$ cat config.mk
export PLATFORM = sky130hd
export DESIGN_NAME = clk_pins_ctrl
export DESIGN_NICKNAME = d
export VERILOG_FILES = /design/src/clk_pins_pkg.sv /design/src/clk_pins_ctrl.sv
export SDC_FILE = /design/constraint.sdc
export NUM_CORES = 1
export LEC_CHECK = 0
export ABC_AREA = 1
export BUFFER_PORTS_ARGS = -buffer_cell sky130_fd_sc_hd__buf_2
export CAP_MARGIN = 0
export CORE_ASPECT_RATIO = 0.9
export CORE_MARGIN = 1.5
export CORE_UTILIZATION = 60
export CTS_CLUSTER_SIZE = 14
export DETAILED_ROUTE_END_ITERATION = 10
export GPL_TIMING_DRIVEN = 0
export HOLD_SLACK_MARGIN = 0.1
export PLACE_DENSITY_LB_ADDON = 0.15
export SYNTH_ARGS = -nofsm -noshare
export SYNTH_HDL_FRONTEND = slang
export SYNTH_SLANG_ARGS = --single-unit
$ cat constraint.sdc
create_clock -name core_clk_in -period 7.2 [get_ports core_clk_in]
set_input_delay 1.44 -clock core_clk_in [delete_from_list [all_inputs] [get_ports core_clk_in]]
set_output_delay 1.44 -clock core_clk_in [all_outputs]
set_load 0.02 [all_outputs]
$ cat src/clk_pins_pkg.sv
package clk_pins_pkg;
	localparam int NUM_OUTPUTS = 10;
	localparam int NUM_INPUTS = 4;
	localparam int SEL_W = 2;
	localparam int STEP_W = 16;
	localparam int FREQ_W = 32;
	localparam int ADDR_W = 7;
	localparam int ADDR_BIT0_POS = 0;
	localparam int ADDR_BIT1_POS = 1;
	localparam logic [FREQ_W-1:0] FREQ_WORD_RESET = 32'h0000_0000;
	localparam logic [ADDR_W-1:0] BASE_ADDR_RESET = 7'h74;
	typedef enum logic [2:0]
	{
		ST_RESET = 3'b001,
		ST_RUN = 3'b010,
		ST_REALIGN = 3'b100
	} out_state_t;
endpackage : clk_pins_pkg

$ cat src/clk_pins_ctrl.sv
`timescale 1ns/1ps
module clk_pins_ctrl
	import clk_pins_pkg::*;
#(
	parameter int N_OUT = NUM_OUTPUTS
)
(
	input wire logic core_clk_in,
	input wire logic rst_b_in,
	input wire logic clk_en_in,
	input wire logic device_reset_n_in,
	input wire logic host_port_sel_in,
	input wire logic addr_bit0_or_chip_sel_n_in,
	input wire logic addr_bit1_in,
	input wire logic serial_data_drive_in,
	input wire logic serial_data_oe_in,
	input wire logic [ADDR_W-1:0] base_addr_in,
	input wire logic status_change_in,
	input wire logic status_ack_in,
	input wire logic output_disable_pin_in,
	input wire logic main_pll_locked_in,
	input wire logic xtal_loss_in,
	input wire logic divider_realign_n_in,
	input wire logic freq_step_down_in,
	input wire logic freq_step_up_in,
	input wire logic [3:0] step_target_in,
	input wire logic [STEP_W-1:0] step_size_in,
	input wire logic manual_sel_mode_in,
	input wire logic [SEL_W-1:0] in_sel_in,
	input wire logic [SEL_W-1:0] auto_sel_in,
	output logic two_wire_mode_out,
	output logic [ADDR_W-1:0] bus_addr_out,
	output logic spi_selected_out,
	output logic addr_bit1_or_serial_out_out,
	output logic addr_bit1_or_serial_out_oe_out,
	output logic status_change_irq_n_out,
	output logic [N_OUT-1:0] out_enable_out,
	output logic pll_lock_status_out,
	output logic xtal_signal_loss_n_out,
	output logic divider_reset_out,
	output logic [NUM_INPUTS-1:0] ref_select_out,
	output logic [FREQ_W-1:0] freq_word_out[N_OUT]
);
	logic in_reset;
	logic pending;
	logic up_q;
	logic dn_q;
	out_state_t state;
	out_state_t next_state;

	function automatic logic [NUM_INPUTS-1:0] sel_decode(input logic [SEL_W-1:0] s);
		sel_decode = '0;
		sel_decode[s] = 1'b1;
	endfunction : sel_decode

	wire two_wire = host_port_sel_in;
	wire up_rise = freq_step_up_in & ~up_q;
	wire dn_rise = freq_step_down_in & ~dn_q;
	wire [SEL_W-1:0] sel_now = manual_sel_mode_in ? in_sel_in : auto_sel_in;
	// Gating on the pin itself closes the outputs at the first edge of a device reset
	wire outs_allowed = device_reset_n_in & ~in_reset & ~output_disable_pin_in;
	wire [ADDR_W-1:0] next_addr = {base_addr_in[ADDR_W-1:2], addr_bit1_in,
		addr_bit0_or_chip_sel_n_in};

	always_comb
	begin
		case (state)
			// A realign request held across a device reset keeps the dividers parked
			ST_RESET: next_state = divider_realign_n_in ? ST_RUN : ST_REALIGN;
			ST_RUN: next_state = divider_realign_n_in ? ST_RUN : ST_REALIGN;
			ST_REALIGN: next_state = divider_realign_n_in ? ST_RUN : ST_REALIGN;
			default: next_state = ST_RESET;
		endcase
	end

	// Device reset pin is a synchronous soft reset; rst_b_in is the power-on path
	always_ff @(posedge core_clk_in or negedge rst_b_in)
	begin
		if (!rst_b_in)
		begin
			in_reset <= 1'b1;
			state <= ST_RESET;
			pending <= 1'b0;
			up_q <= 1'b0;
			dn_q <= 1'b0;
			two_wire_mode_out <= 1'b1;
			bus_addr_out <= BASE_ADDR_RESET;
			spi_selected_out <= 1'b0;
			addr_bit1_or_serial_out_out <= 1'b0;
			addr_bit1_or_serial_out_oe_out <= 1'b0;
			status_change_irq_n_out <= 1'b1;
			out_enable_out <= '0;
			pll_lock_status_out <= 1'b0;
			xtal_signal_loss_n_out <= 1'b1;
			divider_reset_out <= 1'b1;
			ref_select_out <= '0;
			for (int i = 0; i < N_OUT; i++)
			begin
				freq_word_out[i] <= FREQ_WORD_RESET;
			end
		end
		else if (clk_en_in)
		begin
			in_reset <= ~device_reset_n_in;
			two_wire_mode_out <= two_wire;
			bus_addr_out <= next_addr;
			spi_selected_out <= ~two_wire & ~addr_bit0_or_chip_sel_n_in & device_reset_n_in;
			addr_bit1_or_serial_out_out <= serial_data_drive_in;
			addr_bit1_or_serial_out_oe_out <= ~two_wire & ~addr_bit0_or_chip_sel_n_in
				& serial_data_oe_in;
			pll_lock_status_out <= main_pll_locked_in;
			xtal_signal_loss_n_out <= ~xtal_loss_in;
			ref_select_out <= sel_decode(sel_now);
			out_enable_out <= {N_OUT{outs_allowed}};
			if (!device_reset_n_in)
			begin
				state <= ST_RESET;
				pending <= 1'b0;
				up_q <= 1'b0;
				dn_q <= 1'b0;
				status_change_irq_n_out <= 1'b1;
				divider_reset_out <= 1'b1;
				for (int i = 0; i < N_OUT; i++)
				begin
					freq_word_out[i] <= FREQ_WORD_RESET;
				end
			end
			else
			begin
				state <= next_state;
				up_q <= freq_step_up_in;
				dn_q <= freq_step_down_in;
				// A new event beats the acknowledge in the same cycle
				pending <= status_change_in | (pending & ~status_ack_in);
				status_change_irq_n_out <= ~(status_change_in | (pending & ~status_ack_in));
				divider_reset_out <= (next_state != ST_RUN);
				for (int i = 0; i < N_OUT; i++)
				begin
					// Simultaneous up and down cancel out
					if (step_target_in == 4'(i) && (up_rise ^ dn_rise))
					begin
						if (up_rise)
							freq_word_out[i] <= freq_word_out[i] + FREQ_W'(step_size_in);
						else
							freq_word_out[i] <= freq_word_out[i] - FREQ_W'(step_size_in);
					end
				end
			end
		end
	end

	// Interrupt
	a_irq_follows_pending: assert property (@(posedge core_clk_in) disable iff (!rst_b_in)
		clk_en_in && device_reset_n_in && status_change_in |=> !status_change_irq_n_out)
		else $error("interrupt not asserted after status change");

	a_irq_held_pending: assert property (@(posedge core_clk_in) disable iff (!rst_b_in)
		clk_en_in && device_reset_n_in && !status_change_irq_n_out && !status_ack_in
		|=> !status_change_irq_n_out)
		else $error("interrupt dropped before acknowledge");

	a_irq_clear_ack: assert property (@(posedge core_clk_in) disable iff (!rst_b_in)
		clk_en_in && device_reset_n_in && status_ack_in && !status_change_in
		|=> status_change_irq_n_out)
		else $error("interrupt not released after acknowledge");

	a_irq_idle_high: assert property (@(posedge core_clk_in) disable iff (!rst_b_in)
		clk_en_in && device_reset_n_in && status_change_irq_n_out && !status_change_in
		|=> status_change_irq_n_out)
		else $error("interrupt asserted with nothing pending");

	// Device reset and output gating
	a_reset_disables_out: assert property (@(posedge core_clk_in) disable iff (!rst_b_in)
		clk_en_in && !device_reset_n_in |=> out_enable_out == '0)
		else $error("outputs enabled during device reset");

	a_dev_reset_irq: assert property (@(posedge core_clk_in) disable iff (!rst_b_in)
		clk_en_in && !device_reset_n_in |=> status_change_irq_n_out)
		else $error("interrupt not cleared by device reset");

	a_dev_reset_pend: assert property (@(posedge core_clk_in) disable iff (!rst_b_in)
		clk_en_in && !device_reset_n_in |=> !pending)
		else $error("pending status kept through device reset");

	a_dev_reset_div: assert property (@(posedge core_clk_in) disable iff (!rst_b_in)
		clk_en_in && !device_reset_n_in |=> divider_reset_out)
		else $error("dividers running during device reset");

	a_dev_reset_words: assert property (@(posedge core_clk_in) disable iff (!rst_b_in)
		clk_en_in && !device_reset_n_in |=> freq_word_out[0] == FREQ_WORD_RESET)
		else $error("first frequency word not cleared by device reset");

	a_dev_reset_last: assert property (@(posedge core_clk_in) disable iff (!rst_b_in)
		clk_en_in && !device_reset_n_in |=> freq_word_out[N_OUT-1] == FREQ_WORD_RESET)
		else $error("last frequency word not cleared by device reset");

	a_oe_pin_disables: assert property (@(posedge core_clk_in) disable iff (!rst_b_in)
		clk_en_in && output_disable_pin_in |=> out_enable_out == '0)
		else $error("outputs enabled while disable pin high");

	a_outs_run_enabled: assert property (@(posedge core_clk_in) disable iff (!rst_b_in)
		rst_b_in && clk_en_in && device_reset_n_in && !in_reset && !output_disable_pin_in
		|=> out_enable_out == '1)
		else $error("outputs held off with disable pin low");

	// Status pins
	a_lock_tracks_pll: assert property (@(posedge core_clk_in) disable iff (!rst_b_in)
		clk_en_in |=> pll_lock_status_out == $past(main_pll_locked_in))
		else $error("lock status mismatch");

	a_lock_low_unlock: assert property (@(posedge core_clk_in) disable iff (!rst_b_in)
		clk_en_in && !main_pll_locked_in |=> !pll_lock_status_out)
		else $error("lock status high while out of lock");

	a_xtal_loss_low: assert property (@(posedge core_clk_in) disable iff (!rst_b_in)
		clk_en_in && xtal_loss_in |=> !xtal_signal_loss_n_out)
		else $error("crystal loss not flagged");

	a_xtal_ok_high: assert property (@(posedge core_clk_in) disable iff (!rst_b_in)
		clk_en_in && !xtal_loss_in |=> xtal_signal_loss_n_out)
		else $error("crystal loss flagged with signal present");

	// Divider realign
	a_realign_resets_div: assert property (@(posedge core_clk_in) disable iff (!rst_b_in)
		clk_en_in && device_reset_n_in && !divider_realign_n_in |=> divider_reset_out)
		else $error("dividers not reset on realign");

	a_realign_release: assert property (@(posedge core_clk_in) disable iff (!rst_b_in)
		rst_b_in && clk_en_in && device_reset_n_in && divider_realign_n_in
		|=> !divider_reset_out)
		else $error("dividers held after realign released");

	a_state_onehot: assert property (@(posedge core_clk_in) disable iff (!rst_b_in)
		rst_b_in |-> $onehot(state))
		else $error("divider state not one-hot");

	// Host port pins
	a_spi_ignore_high: assert property (@(posedge core_clk_in) disable iff (!rst_b_in)
		clk_en_in && addr_bit0_or_chip_sel_n_in |=> !spi_selected_out)
		else $error("spi selected while chip select high");

	a_spi_select_low: assert property (@(posedge core_clk_in) disable iff (!rst_b_in)
		rst_b_in && clk_en_in && device_reset_n_in && !host_port_sel_in
		&& !addr_bit0_or_chip_sel_n_in |=> spi_selected_out)
		else $error("spi not selected with chip select low");

	a_dev_reset_spi: assert property (@(posedge core_clk_in) disable iff (!rst_b_in)
		clk_en_in && !device_reset_n_in |=> !spi_selected_out)
		else $error("spi selected during device reset");

	a_spi_off_2wire: assert property (@(posedge core_clk_in) disable iff (!rst_b_in)
		clk_en_in && host_port_sel_in |=> !spi_selected_out)
		else $error("spi selected in two-wire mode");

	a_two_wire_sel: assert property (@(posedge core_clk_in) disable iff (!rst_b_in)
		rst_b_in && clk_en_in |=> two_wire_mode_out == $past(host_port_sel_in))
		else $error("host port mode not from select pin");

	a_addr_lsb_pin: assert property (@(posedge core_clk_in) disable iff (!rst_b_in)
		clk_en_in |=> bus_addr_out[ADDR_BIT0_POS] == $past(addr_bit0_or_chip_sel_n_in))
		else $error("address bit zero not from pin");

	a_addr_upper: assert property (@(posedge core_clk_in) disable iff (!rst_b_in)
		rst_b_in && clk_en_in
		|=> bus_addr_out[ADDR_W-1:2] == $past(base_addr_in[ADDR_W-1:2]))
		else $error("upper address bits not from base");

	a_addr_bit1_pin: assert property (@(posedge core_clk_in) disable iff (!rst_b_in)
		rst_b_in && clk_en_in |=> bus_addr_out[ADDR_BIT1_POS] == $past(addr_bit1_in))
		else $error("address bit one not from pin");

	a_sdo_off_2wire: assert property (@(posedge core_clk_in) disable iff (!rst_b_in)
		clk_en_in && host_port_sel_in |=> !addr_bit1_or_serial_out_oe_out)
		else $error("serial out driven in two-wire mode");

	a_sdo_off_cs: assert property (@(posedge core_clk_in) disable iff (!rst_b_in)
		clk_en_in && addr_bit0_or_chip_sel_n_in |=> !addr_bit1_or_serial_out_oe_out)
		else $error("serial out driven while chip select high");

	a_sdo_data: assert property (@(posedge core_clk_in) disable iff (!rst_b_in)
		rst_b_in && clk_en_in |=> addr_bit1_or_serial_out_out == $past(serial_data_drive_in))
		else $error("serial out data not from engine");

	// Reference select
	a_manual_ref_sel: assert property (@(posedge core_clk_in) disable iff (!rst_b_in)
		clk_en_in && manual_sel_mode_in && in_sel_in == 2'h2 |=> ref_select_out == 4'h4)
		else $error("manual reference select wrong");

	a_manual_ref_any: assert property (@(posedge core_clk_in) disable iff (!rst_b_in)
		rst_b_in && clk_en_in && manual_sel_mode_in
		|=> ref_select_out == (4'h1 << $past(in_sel_in)))
		else $error("manual select code maps to wrong input");

	a_auto_ref_sel: assert property (@(posedge core_clk_in) disable iff (!rst_b_in)
		rst_b_in && clk_en_in && !manual_sel_mode_in
		|=> ref_select_out == (4'h1 << $past(auto_sel_in)))
		else $error("automatic reference select wrong");

	a_ref_onehot: assert property (@(posedge core_clk_in) disable iff (!rst_b_in)
		rst_b_in && clk_en_in |=> $onehot(ref_select_out))
		else $error("reference select not one-hot");

	// Frequency stepping
	a_one_step_up: assert property (@(posedge core_clk_in) disable iff (!rst_b_in)
		clk_en_in && device_reset_n_in && up_rise && !dn_rise && step_target_in == 4'h0
		|=> freq_word_out[0] == $past(freq_word_out[0]) + FREQ_W'($past(step_size_in)))
		else $error("step up not applied once");

	a_one_step_down: assert property (@(posedge core_clk_in) disable iff (!rst_b_in)
		clk_en_in && device_reset_n_in && dn_rise && !up_rise && step_target_in == 4'h0
		|=> freq_word_out[0] == $past(freq_word_out[0]) - FREQ_W'($past(step_size_in)))
		else $error("step down not applied once");

	a_step_other_tgt: assert property (@(posedge core_clk_in) disable iff (!rst_b_in)
		rst_b_in && clk_en_in && device_reset_n_in && step_target_in != 4'h0
		|=> freq_word_out[0] == $past(freq_word_out[0]))
		else $error("step applied to an unselected output");

	// Clock enable freeze
	a_freeze_lock: assert property (@(posedge core_clk_in) disable iff (!rst_b_in)
		rst_b_in && !clk_en_in |=> $stable(pll_lock_status_out))
		else $error("lock status moved while clock enable low");

	a_freeze_words: assert property (@(posedge core_clk_in) disable iff (!rst_b_in)
		rst_b_in && !clk_en_in |=> $stable(freq_word_out[3]))
		else $error("frequency word moved while clock enable low");
endmodule : clk_pins_ctrl

Yosys cells after proc, flatten, opt, wreduce, memory -nomap -nowiden. Cells that the tools add are included.

Logic and storage cells: 146. Register bits: 347. Bits of input ports: 49. Output and inout bits: 349.

Add/sub/neg operators: 20. Equal/unequal tests: 23. Bitwise logic cells: 20. Reduce and logical (&&, ||, !) cells: 23. Magnitude comparators: 2. Muxes and demuxes: 32.

Operators with widths (number): 32-bit 2-to-1 mux (20); 32-bit by 16-bit adder with 32-bit output (10); 320-bit 2-to-1 mux (1); 32-bit by 16-bit subtractor with 32-bit output (10); 2-bit by 1-bit inequality test with 1-bit output, second input constant (10); 2-bit AND reduction (10); 4-bit by 3-bit equality test with 1-bit output, second input constant (4); 1-bit logical AND (11); 1-bit inverter (10); 3-bit 2-to-1 mux (3); 1-bit bitwise AND (8); 4-bit by 2-bit equality test with 1-bit output, second input constant (2); 4-bit equality test, second input constant (2); 1-bit 2-to-1 mux (6); 4-bit by 1-bit equality test with 1-bit output, second input constant (1); 4-bit zero test (1); 3-bit by 1-bit equality test with 1-bit output, second input constant (1); 3-bit by 2-bit equality test with 1-bit output, second input constant (1); 3-bit equality test, second input constant (1); 2-bit by 3-bit less-than comparator with 1-bit output, second input constant (1); 3-bit by 2-bit inequality test with 1-bit output, second input constant (1); 3-bit OR reduction (1); 1-bit demux with 2-bit select (1); 2-bit by 1-bit greater-or-equal comparator with 1-bit output, second input constant (1); other kinds (3) (3).

Longest topological paths before layout. Gate-level depths: netlist (run 1).

Depth after elaboration: 6. Depth in mapped cells: 22. Depth with buffers taken out: 22.

Least setup slack after synthesis (run 1). No wires, ideal clock.

Path type: input -> register. Start point: in step_size_in[1]. End point: reg freq_word_out[319] in the netlist's numbering. Slack: 2.747 ns. Setup time: 0.117 ns. Arrival time: 4.335 ns. Buffers on the path: 0. Data required time: 7.083 ns. Stages on the path: 19. Path through: inv_1 > ha_1 > nand3_1 > nor3_1 > nand3_1 > nand2_1 > nand2_1 > xor2_1 > ha_1 > nand2_1 > inv_1 > nand2_1 > inv_1 > a21oi_1 > nand2_1 > nand2_1 > nand3_1 > nand3_1 > nand2_1.

Cells in the longest elaborated chain, start to end: 4. Elaborated cells on any way between the ends: 5.

RTL lines: start, declared (line clk_pins_ctrl.sv:27) `input wire logic [STEP_W-1:0] step_size_in,`; 32-bit by 16-bit subtractor with 32-bit output or 32-bit by 16-bit adder with 32-bit output (tied branches) (line clk_pins_ctrl.sv:145, clk_pins_ctrl.sv:143); 32-bit 2-to-1 mux * (line clk_pins_ctrl.sv:142) `if (up_rise)`; 32-bit 2-to-1 mux * (line clk_pins_ctrl.sv:140) `if (step_target_in == 4'(i) && (up_rise ^ dn_rise))`; 320-bit 2-to-1 mux * (line clk_pins_ctrl.sv:115) `if (!device_reset_n_in)`; end signal, assigned by index (line clk_pins_ctrl.sv:143) `freq_word_out[i] <= freq_word_out[i] + FREQ_W'(step_size_in);`; end signal, assigned by index (line clk_pins_ctrl.sv:145) `freq_word_out[i] <= freq_word_out[i] - FREQ_W'(step_size_in);`; end, declared (line clk_pins_ctrl.sv:42) `output logic [FREQ_W-1:0] freq_word_out[N_OUT]`.

Every way passes the cells marked *; elsewhere a longest branch is shown, timed or not. The select of a mux whose other input is x is not followed. A chain may end at the register's enable or synchronous reset.

Worst setup path in the final report (run 1).
Start point: in step_size_in[0]. End point: reg freq_word_out[155] in the netlist's numbering.

Same word-level chain as after synthesis.

==> impl_metrics.yaml, run 1 <==
timing:
  slew_violations: 0
  rsz0062_at_grt: "false"
  worst_pin_slew_ns: 1.26
  fin_skew_ns: 0.0171
  finalSetupViolCount: 0
  fin_crit_sh_pct: 79.1
  hold_viol: 0
  fmax_ghz: 0.176
  timing.slew.headroom_pct: 15.6
  setup_tns_ns: 0
  fin_crit_ns: 5.69
layout:
  synthToLayoutAreaGrowth_pct: 14.8
  fillers: 5694
  nNetsFinal: 7426
  layout-drive-gt1-share_pct: 8.88
  design_area_um2: 42900
power:
  p_leak_nw: 27.4
  p_per_area_nw_per_um2: 165
  peakVddDrop_v: 0.000209
clock_tree:
  cts-resized-gates: 0
  cts_buffers: 43
  clkTransAtPathRegs_ns: 0.06
  clock-sinks: 347
  cts_tree: "built"
  cts-root-buf: "clkbuf_16"
  clkLatencyLatePin_ns: 0.60
  post_cts.repair.setup_buffers: 0
  cts_hold_buf: 0
  htree_levels: 2
  clock_path_buffers: 3
setup_path:
  cp.arrival_ns: 6.17
  cp.required_ns: 7.67
  cp-end-kind: "flip-flop"
  cp-start-kind: "input port"
  critical_path_class: "input port to flip-flop"
  crit_start: "step_size_in[0]"
  rr_startpoint: "up_q"
  crit_fanout: 11
synthesis:
  ys.warnings.count: 0
  synth_cell_type_count: 43
  synth_top_area_cell: "nand2_1"
  synth-async-reset-ratio_pct: 100
  syn_avg_cell_area_um2: 5.71
  synth_edf_count: 0
  postSynthRegisterBits: 347
  syn-num-nets: 6959
  synthTopCellsByArea: "nand2_1, dfrtp_1, inv_1"
  yosysSeqAreaShare_pct: 23.2
  synth_cells: 6557
  synth_area_um2: 37400
  synth_ff_type: "dfrtp_1"
  yosysTopAreaCellShare_pct: 29.1
global_routing:
  grt_usage_pct: 42.9
  antenna_found_initial: 6
  grt_max_degree: 112
  grt_overflow: 0
  grt_pass1_wl_mm: 212
  grt_pass1_vias: 37900
run:
  maxCapViolations: 0
floorplan:
  die_y_um: 240
  die_w_um: 266
  core_area_um2: 61400
  start_util_pct: 60.9
  dieArea_um2: 63900
  placementRows: 86
  ioPinCount: 398
routing:
  antenna_left: 0
  vias: 42700
  drtPass1Iterations: 8
  drt-vias-per-instance: 5.40
  drt_iter0_drc: 4673
  drc: 0
  routedWlPerCell_um: 17.7
  routed_wl_mm: 140
place:
  place_congestion: 1.04
  numPortBuffers: 393
  place_hpwl_mm: 109
  place_area_um2: 41300
hold_path:
  worstHoldStart: "bus_addr_out[4]"
  hold_class: "flip-flop to flip-flop"
run_status:
  status: "complete, no violations"
area by class of cell:
cell class	instances	area (um2)	share of cell area, %
buffer	71	403	0.938
clock inverter	26	367	0.854
timing repair buffer	422	2600	6.06
tap	836	1050	2.44
sequential	347	8700	20.3
multi-input combinational	4934	24100	56.0
inverter	1205	4520	10.5
clock buffer	53	1220	2.83
antenna	8	20.0	0.0466
cell families after synthesis:
logic type | Yosys count | share of synthesized area, %
AO/OA/AOI/OAI | 521 | 7.47
XOR/XNOR | 79 | 1.90
adder cells (fa/ha/maj) | 353 | 12.0
buffers and inverters | 1276 | 13.2
flip-flops | 347 | 23.2
multiplexers | 1 | 0.0268
AND/OR/NAND/NOR | 3980 | 42.2
cell usage in the layout (no fill, tap or decap), types with 20 or more instances in the layout:
master        n
a21oi_1     237
and2_1       29
buf_2       435
clkbuf_16    45
dfrtp_1     337
ha_1        343
inv_1      1199
nand2_1    2901
nand3_1     402
nand4_1      47
nor2_1      518
nor3_1       53
o21ai_0     183
o21bai_1     30
xnor2_1      45
xor2_1       20
synthesized netlist by cell type, drive strengths merged, types with 2 or more instances:
| library cell | n |
|---|---|
| nor3 | 54 |
| dfrtp | 337 |
| o22ai | 11 |
| and2 | 29 |
| o31ai | 6 |
| buf | 63 |
| o21bai | 30 |
| nand4 | 47 |
| xnor2 | 49 |
| nand3b | 2 |
| clkbuf | 8 |
| fa | 10 |
| a22o | 10 |
| dfstp | 10 |
| a21oi | 244 |
| nor2 | 528 |
| inv | 1204 |
| o21ai | 203 |
| a21o | 10 |
| xor2 | 30 |
| ha | 343 |
| nand2 | 2902 |
| or2 | 8 |
| nand3 | 410 |
| o21a | 2 |
stage by stage:
| step | hold WS [ns] | utilization (%) | worst slack (ns) | cells | power [mW] |
|---|---|---|---|---|---|
| final | 0.462 | 69.9 | 1.51 | 7902 | 7.07 |
| after detailed placement | 0.451 | 67.3 | 1.18 | 7815 | 4.53 |
| after global routing | 0.486 | 69.9 | 1.30 | 7900 | 7.40 |
| after CTS | 0.461 | 69.8 | 1.67 | 7894 | 7.00 |
| after floorplan | 0.448 | - | 2.75 | 6557 | 3.72 |
| after global placement | 0.450 | 65.8 | -2.29 | 7786 | 4.39 |
power by group:
part | internal (mW) | switching [mW]
logic | 0.751 | 1.73
registers | 2.03 | 0.0799
clock network | 1.49 | 0.991
total | 4.27 | 2.80
routing by layer:
layer	track usage [%]	wire (um)
met3	10.6	16300
met5	0	0
met4	24.6	9440
met1	56.3	56500
met2	64.3	57500
path summary, 6_finish.rpt:
check | to | slack (ns) | cells past startpoint
worst min register to register | bus_addr_out[4] | 0.46 | 2
worst max-delay path | freq_word_out[155] | 1.51 | 23
worst min-delay path | bus_addr_out[4] | 0.46 | 2
worst max register to register | freq_word_out[318] | 2.86 | 18
min in group asynchronous | freq_word_out[186] | 0.80 | 1
max in group asynchronous | freq_word_out[92] | 4.93 | 3
state kept, by name (all words and copies together), names as in the netlist, 3 cells and up:
register and count:
freq_word_out 320, ref_select_out 4, state 3, bus_addr_out 7
worst max-delay path: stages:
cell     delay, ns
buf_2         0.32
inv_1         0.18
nand3_1       0.13
nor2_1        0.13
nand2_1       0.10
inv_1         0.09
nand4_1       0.13
nor3_2        0.97
ha_1          0.41
nand2_1       0.12
o21ai_4       0.21
buf_16        0.25
ha_1          0.39
nand2_1       0.11
nor2_1        0.31
inv_1         0.08
nor2_1        0.26
and2_1        0.17
nand2_1       0.06
nand2_1       0.08
nand2_1       0.04
nand3_1       0.08
nand2_1       0.05
No activity file was read; power rests on OpenSTA's default activity.
==> run 2: changes to the inputs <==
Settings changed: ABC_AREA 1 to 0, CORE_UTILIZATION 60 to 54.
Clock period 7.2 ns to 5.05 ns, I/O delays scaled along.
==> run 2 against run 1 <==
The flow now finishes with violations (setup timing). Sequential share of layout area rose by 4.9 points. Global-route usage fell by 7.6 points. Sequential cell count did not move. Setup slack got worse by 1.5 ns. First-iteration DRC count fell by 47%. Clock power rose by 37%. Power rose by 29%. Synthesized area fell by 24%. Critical path type unchanged.
==> impl_metrics.yaml, run 2 <==
global_routing:
  grt_max_degree: 97
  grt_pass1_vias: 25000
  grt_overflow: 0
  grt_usage_pct: 35.3
  antenna_found_initial: 7
  grt_pass1_wl_mm: 146
synthesis:
  postSynthRegisterBits: 347
  ys.warnings.count: 0
  synth.area.mux_share_pct: 0.821
  synth-async-reset-ratio_pct: 100
  synth_top_area_cell: "dfrtp_1"
  synth_area_um2: 28300
  synth_cells: 3293
  synthTopCellsByArea: "dfrtp_1, ha_1, o21ai_0"
  synth_cell_type_count: 92
  yosysSeqAreaShare_pct: 30.7
  synth-simple-area-share_pct: 14.6
  synth_xor_area_share_pct: 8.31
  yosysTopAreaCellShare_pct: 29.8
  synth_top_family_by_area: "compound AO/OA/AOI/OAI gates"
  synth_compound_area_share_pct: 26.8
  syn-num-nets: 3695
  ys_top_cells_by_count: "nand2_1, ha_1, dfrtp_1, o21ai_0, a21oi_1"
  yosys.cell_count.top_type: "nand2_1"
  syn_avg_cell_area_um2: 8.61
  synth_edf_count: 0
  synth_fa_ha_area_share_pct: 15.8
  synth_ff_type: "dfrtp_1"
place:
  numPortBuffers: 393
  place_congestion: 0.944
  place_area_um2: 32000
  place_hpwl_mm: 72.3
  place_inst: 4400
layout:
  largest_reg_flops: 320
  final_cell_mix: "nand2_1, buf_2, dfrtp_1, ha_1, o21ai_0"
  design_area_um2: 34600
  nNetsFinal: 4214
  layout_commonest_cell: "nand2_1"
  top_regs: "freq_word_out (320), bus_addr_out (7), ref_select_out (4)"
  synthToLayoutAreaGrowth_pct: 22.2
  layout-drive-gt1-share_pct: 18.6
  fillers: 4378
  top_register: "freq_word_out"
  fin_cells: 4537
clock_tree:
  clkTransAtPathRegs_ns: 0.06
  cts-root-buf: "clkbuf_16"
  cts_buffers: 43
  clkLatencyLatePin_ns: 0.58
  cts_hold_buf: 0
  clock_path_buffers: 3
  htree_levels: 2
  cts_tree: "built"
  clock-sinks: 347
power:
  p_leak_nw: 17.8
  p_per_area_nw_per_um2: 264
  peakVddDrop_v: 0.000255
timing:
  hold_viol: 0
  worst_slack_ns: -0.000196
  finalSetupViolCount: 1
  fin_crit_ns: 5.05
  fmax_ghz: 0.198
  fin_skew_ns: 0.0176
  timing.slew.headroom_pct: 30.8
  fin_crit_sh_pct: 100
  worst_pin_slew_ns: 1.04
  rsz0062_at_grt: "true"
  slew_violations: 0
floorplan:
  placementRows: 79
  ioPinCount: 398
  die_w_um: 245
  core_area_um2: 51800
  dieArea_um2: 53900
  start_util_pct: 54.7
  die_y_um: 220
setup_path:
  cp.required_ns: 5.50
  cp-end-kind: "flip-flop"
  slowest_stage: "a222oi_1"
  cp_slowest_stage_delay_ns: 0.45
  crit_fanout: 10
  cp-start-kind: "input port"
  cp.arrival_ns: 5.50
  path_cells: "buf_2 > nor2b_2 > clkbuf_4 > nor2_1 > xor2_4 > buf_6 > ha_1 > nor2b_1 > o21a_1 > o21ai_1 > a21oi_1 > o21a_1 > a211oi_1 > o21bai_1 > a21oi_1 > o31ai_1 > a222oi_1 > nand2_1"
  critical_path_class: "input port to flip-flop"
routing:
  antenna_left: 0
  routed_wl_mm: 99.5
  drtPass1Iterations: 6
  drt_iter0_drc: 2496
  drc: 0
  routedWlPerCell_um: 21.9
  drt-vias-per-instance: 6.14
  vias: 27900
hold_path:
  hold_class: "input port to asynchronous set/reset pin"
run:
  maxCapViolations: 0
run_status:
  violations: "setup timing"
  status: "complete, but fails checks"
run 2: worst max-delay path, delay by kind of cell:
kind | cells | cell delay, ns
AO/OA/AOI/OAI | 9 | 2.27
AND/OR/NAND/NOR | 4 | 0.84
buffers and inverters | 3 | 0.71
XOR/XNOR | 1 | 0.40
adder cells (fa/ha/maj) | 1 | 0.28
run 2: layer usage:
metal  global-route usage [%]  part of all wire, %  up-vias
li1                         -                    -    13100
met1                     49.3                   43    13200
met5                        0                0.016        -
met4                     16.0                  5.2        4
met2                     53.0                   43     1245
met3                     7.07                  9.2      299
run 2: layout make-up:
type / count / area, um2 / area share, %
sequential: 347 / 8700 / 25.1
inverter: 115 / 439 / 1.27
clock inverter: 9 / 173 / 0.499
multi-input combinational: 2732 / 19600 / 56.6
antenna: 5 / 12.5 / 0.0361
timing repair buffer: 476 / 3070 / 8.85
buffer: 97 / 407 / 1.17
tap: 688 / 861 / 2.49
clock buffer: 68 / 1360 / 3.94
run 2: report_power, final:
group          internal (mW)  switching, mW  total (mW)  leakage (nW)
logic                   1.03           1.70        2.73          12.2
registers               2.89          0.108        3.00          4.76
clock network           2.10           1.31        3.41         0.754
total                   6.01           3.12        9.13          17.8
run 2: final timing paths:
path / start / end / cells past startpoint / slack, ns
max: freq_step_up_in / freq_word_out[126] / 18 / -0.0002
min: rst_b_in / freq_word_out[13] / 1 / 0.42
max reg2reg: up_q / freq_word_out[126] / 17 / 0.15
min reg2reg: xtal_signal_loss_n_out / xtal_signal_loss_n_out / 2 / 0.46
max in group asynchronous: rst_b_in / freq_word_out[304] / 3 / 3.21
min in group core_clk_in: xtal_signal_loss_n_out / xtal_signal_loss_n_out / 2 / 0.46
run 2: repair_timing:
action / CTS / global route
buffers inserted: 27 / 30
pin swaps: 5 / 30
endpoints found under the hold margin: 0 / 0
resized for setup: 23 / 69
setup endpoints to repair: 163 / 57
run 2: stage by stage:
| step | util (%) | setup slack, ns | TNS [ns] | power, mW | hold slack, ns |
|---|---|---|---|---|---|
| detailed placement | 61.8 | -1.86 | -205.20 | 5.54 | 0.460 |
| finish | 66.8 | -0.000196 | -0.000196 | 9.13 | 0.419 |
| floorplan | - | 0.0167 | 0 | 4.68 | 0.467 |
| global route | 66.8 | -0.0870 | -0.632 | 9.49 | 0.505 |
| CTS | 65.6 | -0.0247 | -0.0247 | 9.01 | 0.461 |
| global placement | 60.4 | -4.13 | -1867.42 | 5.40 | 0.455 |
run 2: cells by family after synthesis:
group | after synthesis
fa+ha+maj | 353
compound gates | 1199
xor+xnor | 269
flops | 347
simple gates | 890
buf+inv | 214
mux | 21
